--- src/ees_map.vh ---
// constants of the two-wire eeprom slave front end
`ifndef EES_MAP_VH
`define EES_MAP_VH

// internal programming time and clock rate
`define EES_PROG_TIME_US  5000
`define EES_CLK_MHZ       200

// array and page geometry
`define EES_ADDR_W        8
`define EES_OFFS_W        4
`define EES_PAGE_BYTES    16
`define EES_DATA_W        8

// bit positions inside the device address word
`define EES_AW_RW         0
`define EES_AW_SEL_LO     1
`define EES_AW_SEL_HI     3
`define EES_AW_TYPE_LO    4
`define EES_AW_TYPE_HI    7

// bit counts of one transfer and the programming timer width
`define EES_LAST_BIT      3'h7
`define EES_TX_DONE       4'h8
`define EES_TMR_W         24

`endif

--- src/ees_buf2.v ---
// small valid/ready buffer in the write data path
`timescale 1ns/100ps
module ees_buf2 #(
	parameter WIDTH = 12,
	parameter DEPTH = 2,
	parameter PTR_W = 1
)(
	// clock and reset
	input  wire             clk,
	input  wire             srst,
	// filling side
	input  wire             in_valid,
	output wire             in_ready,
	input  wire [WIDTH-1:0] in_data,
	// draining side
	output wire             out_valid,
	input  wire             out_ready,
	output wire [WIDTH-1:0] out_data
);
	reg [WIDTH-1:0] mem_r [0:DEPTH-1];
	reg [PTR_W-1:0] wp_r;
	reg [PTR_W-1:0] rp_r;
	reg [PTR_W:0]   cnt_r;
	wire            push;
	wire            pop;

	// honest flags straight from the fill count
	assign in_ready  = (cnt_r != DEPTH[PTR_W:0]);
	assign out_valid = (cnt_r != {(PTR_W+1){1'b0}});
	assign out_data  = mem_r[rp_r];
	assign push      = in_valid & in_ready;
	assign pop       = out_valid & out_ready;

	// =====================================================
	// pointers and storage
	always @(posedge clk)
	begin
		if (srst)
		begin
			wp_r  <= {PTR_W{1'b0}};
			rp_r  <= {PTR_W{1'b0}};
			cnt_r <= {(PTR_W+1){1'b0}};
		end
		else
		begin
			if (push)
			begin
				mem_r[wp_r] <= in_data;
				wp_r        <= (wp_r == DEPTH[PTR_W-1:0] - 1'b1) ? {PTR_W{1'b0}} : wp_r + 1'b1;
			end
			if (pop)
				rp_r <= (rp_r == DEPTH[PTR_W-1:0] - 1'b1) ? {PTR_W{1'b0}} : rp_r + 1'b1;
			if (push & ~pop)
				cnt_r <= cnt_r + 1'b1;
			else if (pop & ~push)
				cnt_r <= cnt_r - 1'b1;
		end
	end
endmodule

--- src/ees_slave.v ---
// two-wire serial eeprom slave: protocol engine, page buffer, array
`timescale 1ns/100ps
`include "ees_map.vh"

// Notes on behaviour
// - sample on clock rise, drive after fall
// - start is data falling, clock high
// - stop is data rising; read returns idle
// - stop after write starts programming cycle
// - eight bits then one acknowledge clock
// - read: ack address, send bytes while acked
// - nack plus stop ends the read
// - no ack nor stop: stay released
// - address word: type, select, direction
// - respond only when select matches straps
// - direction zero writes, one reads
// - byte write: address, memory address, data
// - while programming only nack the polls
// - more bytes make a page write
// - page writes wrap low four bits
// - protect pin high: nack data, no programming
// - protected page write refused at first byte
// - protect low writes all; reads always
// - poll with write word: nack while busy
// - programming ends within five milliseconds
// - dummy write sets address for reading
// - sequential read wraps whole array
module ees_slave #(
	parameter [3:0] DEV_TYPE    = 4'h6,   // type code, value is arbitrary
	parameter       PROG_CYCLES = `EES_PROG_TIME_US * `EES_CLK_MHZ
)(
	// clock and reset
	REF_CLK,
	SRST,
	// serial link pins
	SCL,
	SDA_IN,
	SDA_OUT,
	SDA_OE,
	// straps and status
	CHIP_SELECT_STRAPS,
	WP,
	BUSY
);
	input  wire       REF_CLK;
	input  wire       SRST;
	input  wire       SCL;
	input  wire       SDA_IN;
	output reg        SDA_OUT;
	output reg        SDA_OE;
	input  wire [2:0] CHIP_SELECT_STRAPS;
	input  wire       WP;
	output reg        BUSY;

	localparam S_IDLE = 3'h0;
	localparam S_DEV  = 3'h1;
	localparam S_ACK  = 3'h2;
	localparam S_MADR = 3'h3;
	localparam S_WDAT = 3'h4;
	localparam S_TX   = 3'h5;
	localparam S_MACK = 3'h6;
	localparam S_HOLD = 3'h7;

	// cut on purpose: the programming count always fits the timer width
	localparam integer          PROG_LAST = PROG_CYCLES - 1;
	localparam [`EES_TMR_W-1:0] TMR_LAST  = PROG_LAST[`EES_TMR_W-1:0];

	// =====================================================
	// pin synchronisers and edge detection
	wire [5:0] pins_s;
	wire       scl_s;
	wire       sda_s;
	wire       wp_s;
	wire [2:0] sel_s;
	reg        scl_q;
	reg        sda_q;

	ees_sync #(
		.WIDTH (6)
	) u_sync (
		.clk  (REF_CLK),
		.srst (SRST),
		.d    ({CHIP_SELECT_STRAPS, WP, SDA_IN, SCL}),
		.q    (pins_s)
	);

	assign scl_s = pins_s[0];
	assign sda_s = pins_s[1];
	assign wp_s  = pins_s[2];
	assign sel_s = pins_s[5:3];

	wire scl_rise = scl_s & ~scl_q;
	wire scl_fall = ~scl_s & scl_q;
	wire start_c  = scl_s & scl_q & sda_q & ~sda_s;
	wire stop_c   = scl_s & scl_q & ~sda_q & sda_s;

	// =====================================================
	// state of the protocol engine
	reg [2:0]                st_r;
	reg [2:0]                after_r;
	reg [2:0]                bit_r;
	reg [3:0]                tcnt_r;
	reg [7:0]                sh_r;
	reg [7:0]                tx_r;
	reg                      ack_r;
	reg                      aph_r;
	reg [`EES_ADDR_W-1:0]    addr_r;
	reg                      wr_any_r;
	reg [`EES_TMR_W-1:0]     tmr_r;
	reg [`EES_DATA_W-1:0]    mem_r [0:(1<<`EES_ADDR_W)-1];

	wire [7:0] rx_byte  = {sh_r[6:0], sda_s};
	wire       byte_end = scl_rise & (bit_r == `EES_LAST_BIT);
	wire [7:0] rd_byte  = mem_r[addr_r];
	// straps are pulled low on the board side when left open
	wire       sel_hit  = (rx_byte[`EES_AW_SEL_HI:`EES_AW_SEL_LO] == sel_s) &
	                      (rx_byte[`EES_AW_TYPE_HI:`EES_AW_TYPE_LO] == DEV_TYPE);
	wire       commit   = BUSY & (tmr_r == TMR_LAST);

	// =====================================================
	// write path buffer between receiver and page buffer
	wire                   buf_in_ready;
	wire                   buf_out_valid;
	wire [11:0]            buf_out_data;
	wire                   buf_push = (st_r == S_WDAT) & byte_end & ~wp_s & ~BUSY;
	wire                   buf_pop  = buf_out_valid & ~commit;
	// draining stalls in the commit cycle so no byte races the array copy

	ees_buf2 #(
		.WIDTH (12),
		.DEPTH (2),
		.PTR_W (1)
	) u_buf (
		.clk       (REF_CLK),
		.srst      (SRST),
		.in_valid  (buf_push),
		.in_ready  (buf_in_ready),
		.in_data   ({addr_r[`EES_OFFS_W-1:0], rx_byte}),
		.out_valid (buf_out_valid),
		.out_ready (~commit),
		.out_data  (buf_out_data)
	);

	// =====================================================
	// page buffer, one entry per byte of the page
	wire [`EES_PAGE_BYTES*8-1:0] pbuf_w;
	wire [`EES_PAGE_BYTES-1:0]   pval_w;

	genvar g;
	generate
		for (g = 0; g < `EES_PAGE_BYTES; g = g + 1)
		begin : gp
			reg [7:0] byte_r;
			reg       val_r;
			// later bytes at the same offset overwrite earlier ones
			always @(posedge REF_CLK)
			begin
				if (SRST)
				begin
					byte_r <= 8'h00;
					val_r  <= 1'b0;
				end
				else if (commit)
					val_r <= 1'b0;
				else if (buf_pop && buf_out_data[11:8] == g)
				begin
					byte_r <= buf_out_data[7:0];
					val_r  <= 1'b1;
				end
			end
			assign pbuf_w[g*8 +: 8] = byte_r;
			assign pval_w[g]        = val_r;
		end
	endgenerate

	// =====================================================
	// array commit at the end of the programming time
	// every page entry marked valid lands in one cycle, as one internal write
	integer i;
	always @(posedge REF_CLK)
	begin
		if (commit)
			for (i = 0; i < `EES_PAGE_BYTES; i = i + 1)
				if (pval_w[i])
					mem_r[{addr_r[`EES_ADDR_W-1:`EES_OFFS_W], i[3:0]}] <= pbuf_w[i*8 +: 8];
	end

	// =====================================================
	// programming timer
	always @(posedge REF_CLK)
	begin
		if (SRST)
		begin
			BUSY  <= 1'b0;
			tmr_r <= {`EES_TMR_W{1'b0}};
		end
		else if (BUSY)
		begin
			tmr_r <= tmr_r + 1'b1;
			if (commit)
				BUSY <= 1'b0;
		end
		else if (stop_c && wr_any_r)
		begin
			BUSY  <= 1'b1;
			tmr_r <= {`EES_TMR_W{1'b0}};
		end
	end

	// =====================================================
	// protocol engine: bits in on rise, drive on fall
	always @(posedge REF_CLK)
	begin
		if (SRST)
		begin
			scl_q    <= 1'b1;
			sda_q    <= 1'b1;
			st_r     <= S_IDLE;
			after_r  <= S_IDLE;
			bit_r    <= 3'h0;
			tcnt_r   <= 4'h0;
			sh_r     <= 8'h00;
			tx_r     <= 8'h00;
			ack_r    <= 1'b0;
			aph_r    <= 1'b0;
			addr_r   <= {`EES_ADDR_W{1'b0}};
			wr_any_r <= 1'b0;
			SDA_OUT  <= 1'b0;
			SDA_OE   <= 1'b0;
		end
		else
		begin
			scl_q   <= scl_s;
			sda_q   <= sda_s;
			SDA_OUT <= 1'b0;   // open drain: only ever pulls low
			if (commit)
				wr_any_r <= 1'b0;
			if (stop_c)
			begin
				SDA_OE <= 1'b0;
				st_r   <= S_IDLE;
			end
			else if (start_c)
			begin
				SDA_OE <= 1'b0;
				st_r   <= S_DEV;
				bit_r  <= 3'h0;
				if (!BUSY)
					wr_any_r <= 1'b0;
			end
			else
			begin
				case (st_r)
				S_DEV, S_MADR, S_WDAT:
				begin
					if (scl_rise)
					begin
						sh_r  <= rx_byte;
						bit_r <= bit_r + 1'b1;
					end
					if (byte_end)
					begin
						aph_r <= 1'b0;
						st_r  <= S_ACK;
						if (st_r == S_DEV)
						begin
							if (!sel_hit)
								st_r <= S_IDLE;
							else if (BUSY)
							begin
								ack_r   <= 1'b0;
								after_r <= S_HOLD;
							end
							else
							begin
								ack_r   <= 1'b1;
								after_r <= rx_byte[`EES_AW_RW] ? S_TX : S_MADR;
							end
						end
						else if (st_r == S_MADR)
						begin
							addr_r  <= rx_byte;
							ack_r   <= 1'b1;
							after_r <= S_WDAT;
						end
						else if (wp_s || !buf_in_ready || BUSY)
						begin
							ack_r   <= 1'b0;
							after_r <= S_HOLD;
						end
						else
						begin
							ack_r    <= 1'b1;
							after_r  <= S_WDAT;
							wr_any_r <= 1'b1;
							addr_r   <= {addr_r[`EES_ADDR_W-1:`EES_OFFS_W],
							             addr_r[`EES_OFFS_W-1:0] + 1'b1};
						end
					end
				end
				S_ACK:
				begin
					if (scl_fall && !aph_r)
					begin
						SDA_OE <= ack_r;
						aph_r  <= 1'b1;
					end
					else if (scl_fall)
					begin
						st_r  <= after_r;
						bit_r <= 3'h0;
						if (after_r == S_TX)
						begin
							tx_r   <= rd_byte;
							SDA_OE <= ~rd_byte[7];
							tcnt_r <= 4'h0;
						end
						else
							SDA_OE <= 1'b0;
					end
				end
				S_TX:
				begin
					if (scl_rise)
						tcnt_r <= tcnt_r + 1'b1;
					if (scl_fall && tcnt_r == `EES_TX_DONE)
					begin
						SDA_OE <= 1'b0;
						addr_r <= addr_r + 1'b1;
						st_r   <= S_MACK;
					end
					else if (scl_fall)
					begin
						tx_r   <= {tx_r[6:0], 1'b0};
						SDA_OE <= ~tx_r[6];
					end
				end
				S_MACK:
				begin
					if (scl_rise && !sda_s)
					begin
						st_r    <= S_ACK;
						aph_r   <= 1'b1;
						after_r <= S_TX;
					end
					else if (scl_rise)
						st_r <= S_HOLD;
				end
				S_HOLD:
					SDA_OE <= 1'b0;
				default:
					SDA_OE <= 1'b0;
				endcase
			end
		end
	end
endmodule

--- src/ees_sync.v ---
// two flip-flop synchroniser for pins from outside the clock domain
`timescale 1ns/100ps
module ees_sync #(
	parameter WIDTH = 1
)(
	// clock and reset
	input  wire             clk,
	input  wire             srst,
	// asynchronous level in, synchronised level out
	input  wire [WIDTH-1:0] d,
	output wire [WIDTH-1:0] q
);
	reg [WIDTH-1:0] meta_r;
	reg [WIDTH-1:0] sync_r;

	// =====================================================
	// stages
	// first stage feeds only the second one
	always @(posedge clk)
	begin
		if (srst)
		begin
			meta_r <= {WIDTH{1'b1}};
			sync_r <= {WIDTH{1'b1}};
		end
		else
		begin
			meta_r <= d;
			sync_r <= meta_r;
		end
	end

	assign q = sync_r;
endmodule
--- config.mk ---
export PLATFORM = sky130hd
export DESIGN_NAME = ees_slave
export DESIGN_NICKNAME = d
export VERILOG_FILES = /design/src/ees_buf2.v /design/src/ees_slave.v /design/src/ees_sync.v
export VERILOG_INCLUDE_DIRS = /design/src
export SDC_FILE = /design/constraint.sdc
export NUM_CORES = 2
export LEC_CHECK = 0
export CORE_MARGIN = 10
export CORE_UTILIZATION = 40
export DETAILED_ROUTE_END_ITERATION = 6
export DONT_BUFFER_PORTS = 1
export PLACE_DENSITY = 0.59
export SETUP_SLACK_MARGIN = 0.05
export SLEW_MARGIN = 20
export SYNTH_ARGS = -nofsm -noshare
export SYNTH_HDL_FRONTEND = slang
export SYNTH_SLANG_ARGS = --single-unit
export TNS_END_PERCENT = 5
--- constraint.sdc ---
create_clock -name REF_CLK -period 3.3 [get_ports REF_CLK]
set_input_delay 0.33 -clock REF_CLK [delete_from_list [all_inputs] [get_ports REF_CLK]]
set_output_delay 0.33 -clock REF_CLK [all_outputs]
set_load 0.01 [all_outputs]
== Yosys cells after proc, flatten, opt, wreduce, memory -nomap -nowiden ==
Memories as Yosys holds them, arrays and structs flattened. A register that Yosys moved wholly into a read port is not among the register bits.
Index checks and enable logic that the tools add are counted.

* Add/subtract/negate cells: 9
* Multipliers: 0
* Div/mod/pow operators: 0
* Order comparisons: 0
* Equality and inequality tests: 52
* Shift operators: 0
* Multiplexer cells: 127
* Bitwise operators: 31
* Reductions and logical operators: 69

{| class="wikitable"
|+ Operators by type and width
! kind !! number
|-
| two-way mux 1 bit || 81
|-
| two-way mux 24 bit || 2
|-
| two-way mux 3 bit || 16
|-
| == test 4 bit, second input constant || 9
|-
| two-way mux 7 bit || 5
|-
| two-way mux 8 bit || 4
|-
| AND reduction 2 bit || 16
|-
| inequality test 3 bit, second input constant || 10
|-
| inequality test 2 bit, second input constant || 14
|-
| adder 24 x 1 -> 24 bit, second input constant || 1
|-
| == test 24 x 20 -> 1 bit, second input constant || 1
|-
| AND reduction 6 bit || 4
|-
| AND reduction 7 bit || 3
|-
| == test 4 x 3 -> 1 bit, second input constant || 5
|-
| logical AND 1 bit || 20
|-
| two-way mux 4 bit || 5
|-
| bitwise AND 1 bit || 17
|-
| one-hot mux 8 bit (2 select lines) || 1
|-
| == test 3 bit, second input constant || 5
|-
| inverter 1 bit || 14
|-
| one-hot mux 7 bit (2 select lines) || 1
|-
| two-way mux 2 bit || 6
|-
| one-hot mux 3 bit (2 select lines) || 2
|-
| one-hot mux 3 bit (4 select lines) || 1
|-
| 28 further kinds || 45
|}

* Register bits after elaboration: 226
* Latch bits: 0
* Bits in writable memories: 2072
* Bits in read-only memories: 0
* Input bits: 8
* Logic and storage cells: 344
* Memories kept: 2

{| class="wikitable"
|+ Memory list
! memory !! depth !! bits a word !! rd ports !! clocked after memory_dff !! write ports !! line !! RTL
|-
| mem_r || 256 || 8 || 1 || 0 || 16 || ees_slave.v:110 || <nowiki>reg [`EES_DATA_W-1:0] mem_r [0:(1<<`EES_ADDR_W)-1];</nowiki>
|-
| u_buf.mem_r || 2 || 12 || 1 || 1 || 1 || ees_buf2.v:20 || <nowiki>reg [WIDTH-1:0] mem_r [0:DEPTH-1];</nowiki>
|}

== Logic depth before layout (Yosys ltp) ==
* Depth after elaboration: 11
* Mapped depth: 12
* Depth with buffers taken out: 9

== Modules after synthesis ==
A second synthesis with hierarchy kept.

* Cells, all modules: 4775
* Area, all modules: 89459.5 um^2

{| class="wikitable"
|+ Modules (own cells, without submodules)
! module !! times used !! cells an instance !! area an instance (um^2)
|-
| ees_slave || 1 || 4686 || 88050.7
|-
| ees_buf2 || 1 || 64 || 1088.5
|-
| ees_sync || 1 || 25 || 320.3
|}

== Least setup slack after synthesis ==
No wires, ideal clock.

* Path type: flip-flop to flip-flop
* From: register addr_r[0]
* To: register tx_r[5]
* Library setup time: 0.129 ns
* Arrival: 2.595 ns
* Setup slack: 0.576 ns
* Cell stages (with the launch flop): 11
* Path buffers: 5
* Cell sequence: dfxtp_1 -> buf_6 -> buf_6 -> buf_6 -> buf_6 -> buf_2 -> mux4_2 -> a2111oi_2 -> o311ai_1 -> o31ai_1 -> nand3_1

* Cells in the longest elaborated chain, start to end: 5

{| class="wikitable"
|+ RTL lines
! what !! line !! RTL
|-
| from (decl) || ees_slave.v:107 || <nowiki>reg [`EES_ADDR_W-1:0] addr_r;</nowiki>
|-
| from (signal assigned) || ees_slave.v:226 || <nowiki>addr_r <= {`EES_ADDR_W{1'b0}};</nowiki>
|-
| from (signal assigned) || ees_slave.v:282 || <nowiki>addr_r <= rx_byte;</nowiki>
|-
| from (signal assigned) || ees_slave.v:296 || <nowiki>addr_r <= {addr_r[`EES_ADDR_W-1:`EES_OFFS_W],</nowiki>
|-
| memory (256 x 8 bit) || - ||
|-
| two-way mux 7 bit || ees_slave.v:312 || <nowiki>if (after_r == S_TX)</nowiki>
|-
| two-way mux 7 bit || ees_slave.v:308 || <nowiki>else if (scl_fall)</nowiki>
|-
| two-way mux 7 bit || ees_slave.v:303 || <nowiki>if (scl_fall && !aph_r)</nowiki>
|-
| one-hot mux 7 bit (2 select lines) || ees_slave.v:253 || <nowiki>case (st_r)</nowiki>
|-
| to (signal assigned) || ees_slave.v:314 || <nowiki>tx_r <= rd_byte;</nowiki>
|-
| to (signal assigned) || ees_slave.v:334 || <nowiki>tx_r <= {tx_r[6:0], 1'b0};</nowiki>
|-
| to (decl) || ees_slave.v:104 || <nowiki>reg [7:0] tx_r;</nowiki>
|}

No other way between the ends. The select of a mux whose other input is x is not followed.
A chain may end at the register's enable or synchronous reset.

== Worst setup path after layout ==
* From: register addr_r[1]
* To: register tx_r[2]

Same word-level chain as after synthesis.

==> flow_metrics.env <==
export IMPL_outcome="complete, but fails checks"
export IMPL_violations="setup timing"
export IMPL_final_nets=5371
export IMPL_post_place_ws_ns=-0.153
export IMPL_ios=11
export IMPL_netlist_instances=4692
export IMPL_worstHoldPathCells=2
export IMPL_synth_fp_nets=4707
export IMPL_place_area_sq_mm=0.0975
export IMPL_path_cells="buf_12 > buf_4 > mux2i_1 > nor2_1 > a21oi_1 > o2111ai_1 > o211ai_1 > a211oi_1"
export IMPL_finalCriticalPeriod_ns=3.31
export IMPL_reg2reg_from="addr_r[1]$_SDFFE_PP0P_"
export IMPL_synth_seq_cells=2299
export IMPL_max_stage_delay_ns=0.73
export IMPL_max_slew_margin=0.201
export IMPL_finalCritPeriodShare=1.00
export IMPL_path_buf_inv=2
export IMPL_cp_start_kind="flip-flop"
export IMPL_crit_fanout=33
export IMPL_vias=55000
export IMPL_yosys_warnings=0
export IMPL_wl_per_cell_um=43.0
export IMPL_yosysSeqAreaShare=0.746
export IMPL_drt_initial_drc_count=11500
export IMPL_finalWorstSetupSlack_ns=-0.00594
export IMPL_wl_mm=367
export IMPL_grt_pass1_vias=51400
export IMPL_worstPathArrival_ns=4.07
export IMPL_cts_root_buf="clkbuf_16"
export IMPL_regArea_sq_mm=0.0669
export IMPL_drive_gt1_frac=0.302
export IMPL_num_rows=173
export IMPL_hold_start="SRST"
export IMPL_grt_overflow_total=0
export IMPL_skew_ns=0.0729
export IMPL_path_class="flip-flop to flip-flop"
export IMPL_dp_cells=8046
export IMPL_critPathSlowestCell="a21oi_1"
export IMPL_finalPower_mw=59.4
export IMPL_tightest_slew_ns=1.19
export IMPL_die_height_um=493
export IMPL_min_path_type="input port to flip-flop"
export IMPL_fillers=18600
export IMPL_min_to="gp[13].byte_r[1]$_SDFFE_PP0P_"
export IMPL_cts_setup_buffers=0
export IMPL_dp_hpwl_mm=246
export IMPL_p_leak_nw=34.2
export IMPL_path_clk_slew_ns=0.08
export IMPL_cp_end_kind="flip-flop"
export IMPL_power_density_mw_per_mm2=563
export IMPL_syn_avg_cell_area_sq_um=19.1
export IMPL_finalHoldViolCount=0
export IMPL_die_w_um=493
export IMPL_synth_edff_count=2072
export IMPL_dr_pass1_iters=7
export IMPL_drc_errors=0
export IMPL_clock_sinks=2299
export IMPL_cts_buffers=224
export IMPL_finalNonFillerCells=8532
export IMPL_grt_pass1_wl_mm=483
export IMPL_synth_main_ff_cell="edfxtp_1"
export IMPL_clk_latency_ns=0.92
export IMPL_cts_tree="built"
export IMPL_max_freq_mhz=302
export IMPL_die_area_sq_mm=0.243
export IMPL_clockBufferDepth=3
export IMPL_vdd_drop_max_uv=492
export IMPL_fin_tns_setup_ns=-0.00594
export IMPL_globalplace_congestion=1.07
export IMPL_antenna_found_initial=81
export IMPL_ys_types=80
export IMPL_numPortBuffers=0
export IMPL_grt_use_total=0.295
export IMPL_grt_max_degree=168
export IMPL_drv_slew=0
export IMPL_crit_family="compound AO/OA/AOI/OAI gates"
export IMPL_r2r_cells=8
export IMPL_cap_violations=0
export IMPL_setup_viol=1
export IMPL_rsz0062_at_grt="true"
export IMPL_core_area_sq_mm=0.222
export IMPL_start_util=0.402
export IMPL_detail_route_antenna_nets=0
export IMPL_path_depth=8
export IMPL_final_cell_area_sq_mm=0.105
export IMPL_syn_to_final_growth_pct=17.8
export IMPL_required_ns=4.07
export IMPL_multi_input_area_sq_mm=0.0211
export IMPL_h_tree_depth=4
export IMPL_ff2ff_setup_slack_ns=-0.006
export IMPL_viasPerCell=6.45
export IMPL_async_reset_ff_frac=0
export IMPL_syn_area_sq_mm=0.0894
export IMPL_rr_endpoint="tx_r[2]$_SDFFE_PP0P_"
## routing by layer
layer	global-route usage	wire, um	up-vias
li1	-	-	20400
met1	0.401	133000	28900
met2	0.421	155000	4822
met3	0.102	54400	838
met4	0.151	23600	22
met5	0	144	-
## metrics by stage
stage / util / hold WS [ns]
floorplan: - / 0.389
global placement: 0.439 / 0.397
detailed placement: 0.439 / 0.397
CTS: 0.474 / 0.000252
global route: 0.474 / 0.0209
finish: 0.474 / 0.0483
## synth_stat cells, types with 17 or more instances
library cell,instances,area [sq um]
a211oi_1,120,901
a21oi_1,80,400
a22oi_1,55,413
a31oi_1,19,119
buf_1,24,90.1
buf_2,72,360
buf_4,18,135
buf_6,24,270
clkbuf_1,151,567
dfxtp_1,227,4540
edfxtp_1,2072,62200
inv_1,24,90.1
mux2_2,24,270
mux2i_1,153,1530
mux4_2,520,11700
nand2_1,111,417
nand3_1,62,310
nand4_1,29,181
nor2_1,496,1860
nor2b_1,26,163
nor3_1,38,190
o21a_1,17,128
o21ai_0,31,155
o22ai_1,26,163
or2_2,24,150
## cells in the final DEF (no fill, tap or decap), types with 54 or more instances in the layout
cell              n
nand3_1          62
nand2_1         111
buf_4           626
a22oi_1          54
dfxtp_1         148
clkbuf_16       226
dfxtp_2          75
mux2i_1         141
a211oi_1        120
edfxtp_1       2072
dlygate4sd3_1    58
nor2_1          492
a21oi_1          79
mux4_2          520
## kinds of logic after synthesis
kind of cell / synth area share
buf+inv: 0.0187
mux: 0.151
simple gates: 0.0439
compound gates: 0.0371
other cells: 0.0000419
fa+ha+maj: 0.000979
flops: 0.746
xor+xnor: 0.00166
## power breakdown
group          total (mW)  switching [mW]  internal [mW]
clock                25.4            11.4           14.0
combinational        1.30           0.944          0.360
sequential           32.7           0.792           31.9
total                59.4            13.1           46.3
## area by class of cell
class	count	area share
sequential	2299	0.635
inverter	25	0.000938
multi-input combinational	2070	0.201
clock buffer	278	0.0556
tap	2975	0.0353
antenna	10	0.000237
timing repair buffer	736	0.0601
clock inverter	139	0.0124
## sequential cells by signal, indices dropped and copies added (netlist names), 3 cells and up, named ones only
signal	flops
tmr_r	24
sh_r	7
after_r	3
st_r	3
gp.val_r	16
mem_r	2048
u_sync.meta_r	6
gp.byte_r	128
u_buf.mem_r	24
bit_r	3
u_sync.q	6
tx_r	7
addr_r	8
tcnt_r	4
## worst max path at each step
stage / start / endpoint / slack, ns
6_report: addr_r[1]$_SDFFE_PP0P_ / tx_r[2]$_SDFFE_PP0P_ / -0.006
5_1_grt: addr_r[0]$_SDFFE_PP0P_ / tx_r[4]$_SDFFE_PP0P_ / 0.02
4_1_cts: addr_r[0]$_SDFFE_PP0P_ / tx_r[4]$_SDFFE_PP0P_ / 0.05
3_5_place_dp: addr_r[0]$_SDFFE_PP0P_ / tx_r[0]$_SDFFE_PP0P_ / -0.15
3_3_place_gp: addr_r[0]$_SDFFE_PP0P_ / tx_r[0]$_SDFFE_PP0P_ / -0.19
2_1_floorplan: addr_r[0]$_SDFFE_PP0P_ / tx_r[5]$_SDFFE_PP0P_ / 0.58
## worst reg2reg max path, cell delays in order, from the launching register on
cell and delay (ns):
dfxtp_4 0.49, buf_12 0.31, buf_4 0.29, mux2i_1 0.64, nor2_1 0.32, a21oi_1 0.73, o2111ai_1 0.18, o211ai_1 0.12
a211oi_1 0.09
## repair_timing
| item | in CTS | in global routing |
|---|---|---|
| hold endpoints to repair | 250 | 0 |
| resized for setup | 7 | 10 |
| setup endpoints to repair | 3 | 11 |
| hold buffers | 59 | 0 |
| gates cloned | 0 | 0 |
Note: power is estimated with default switching activity, not from simulation.
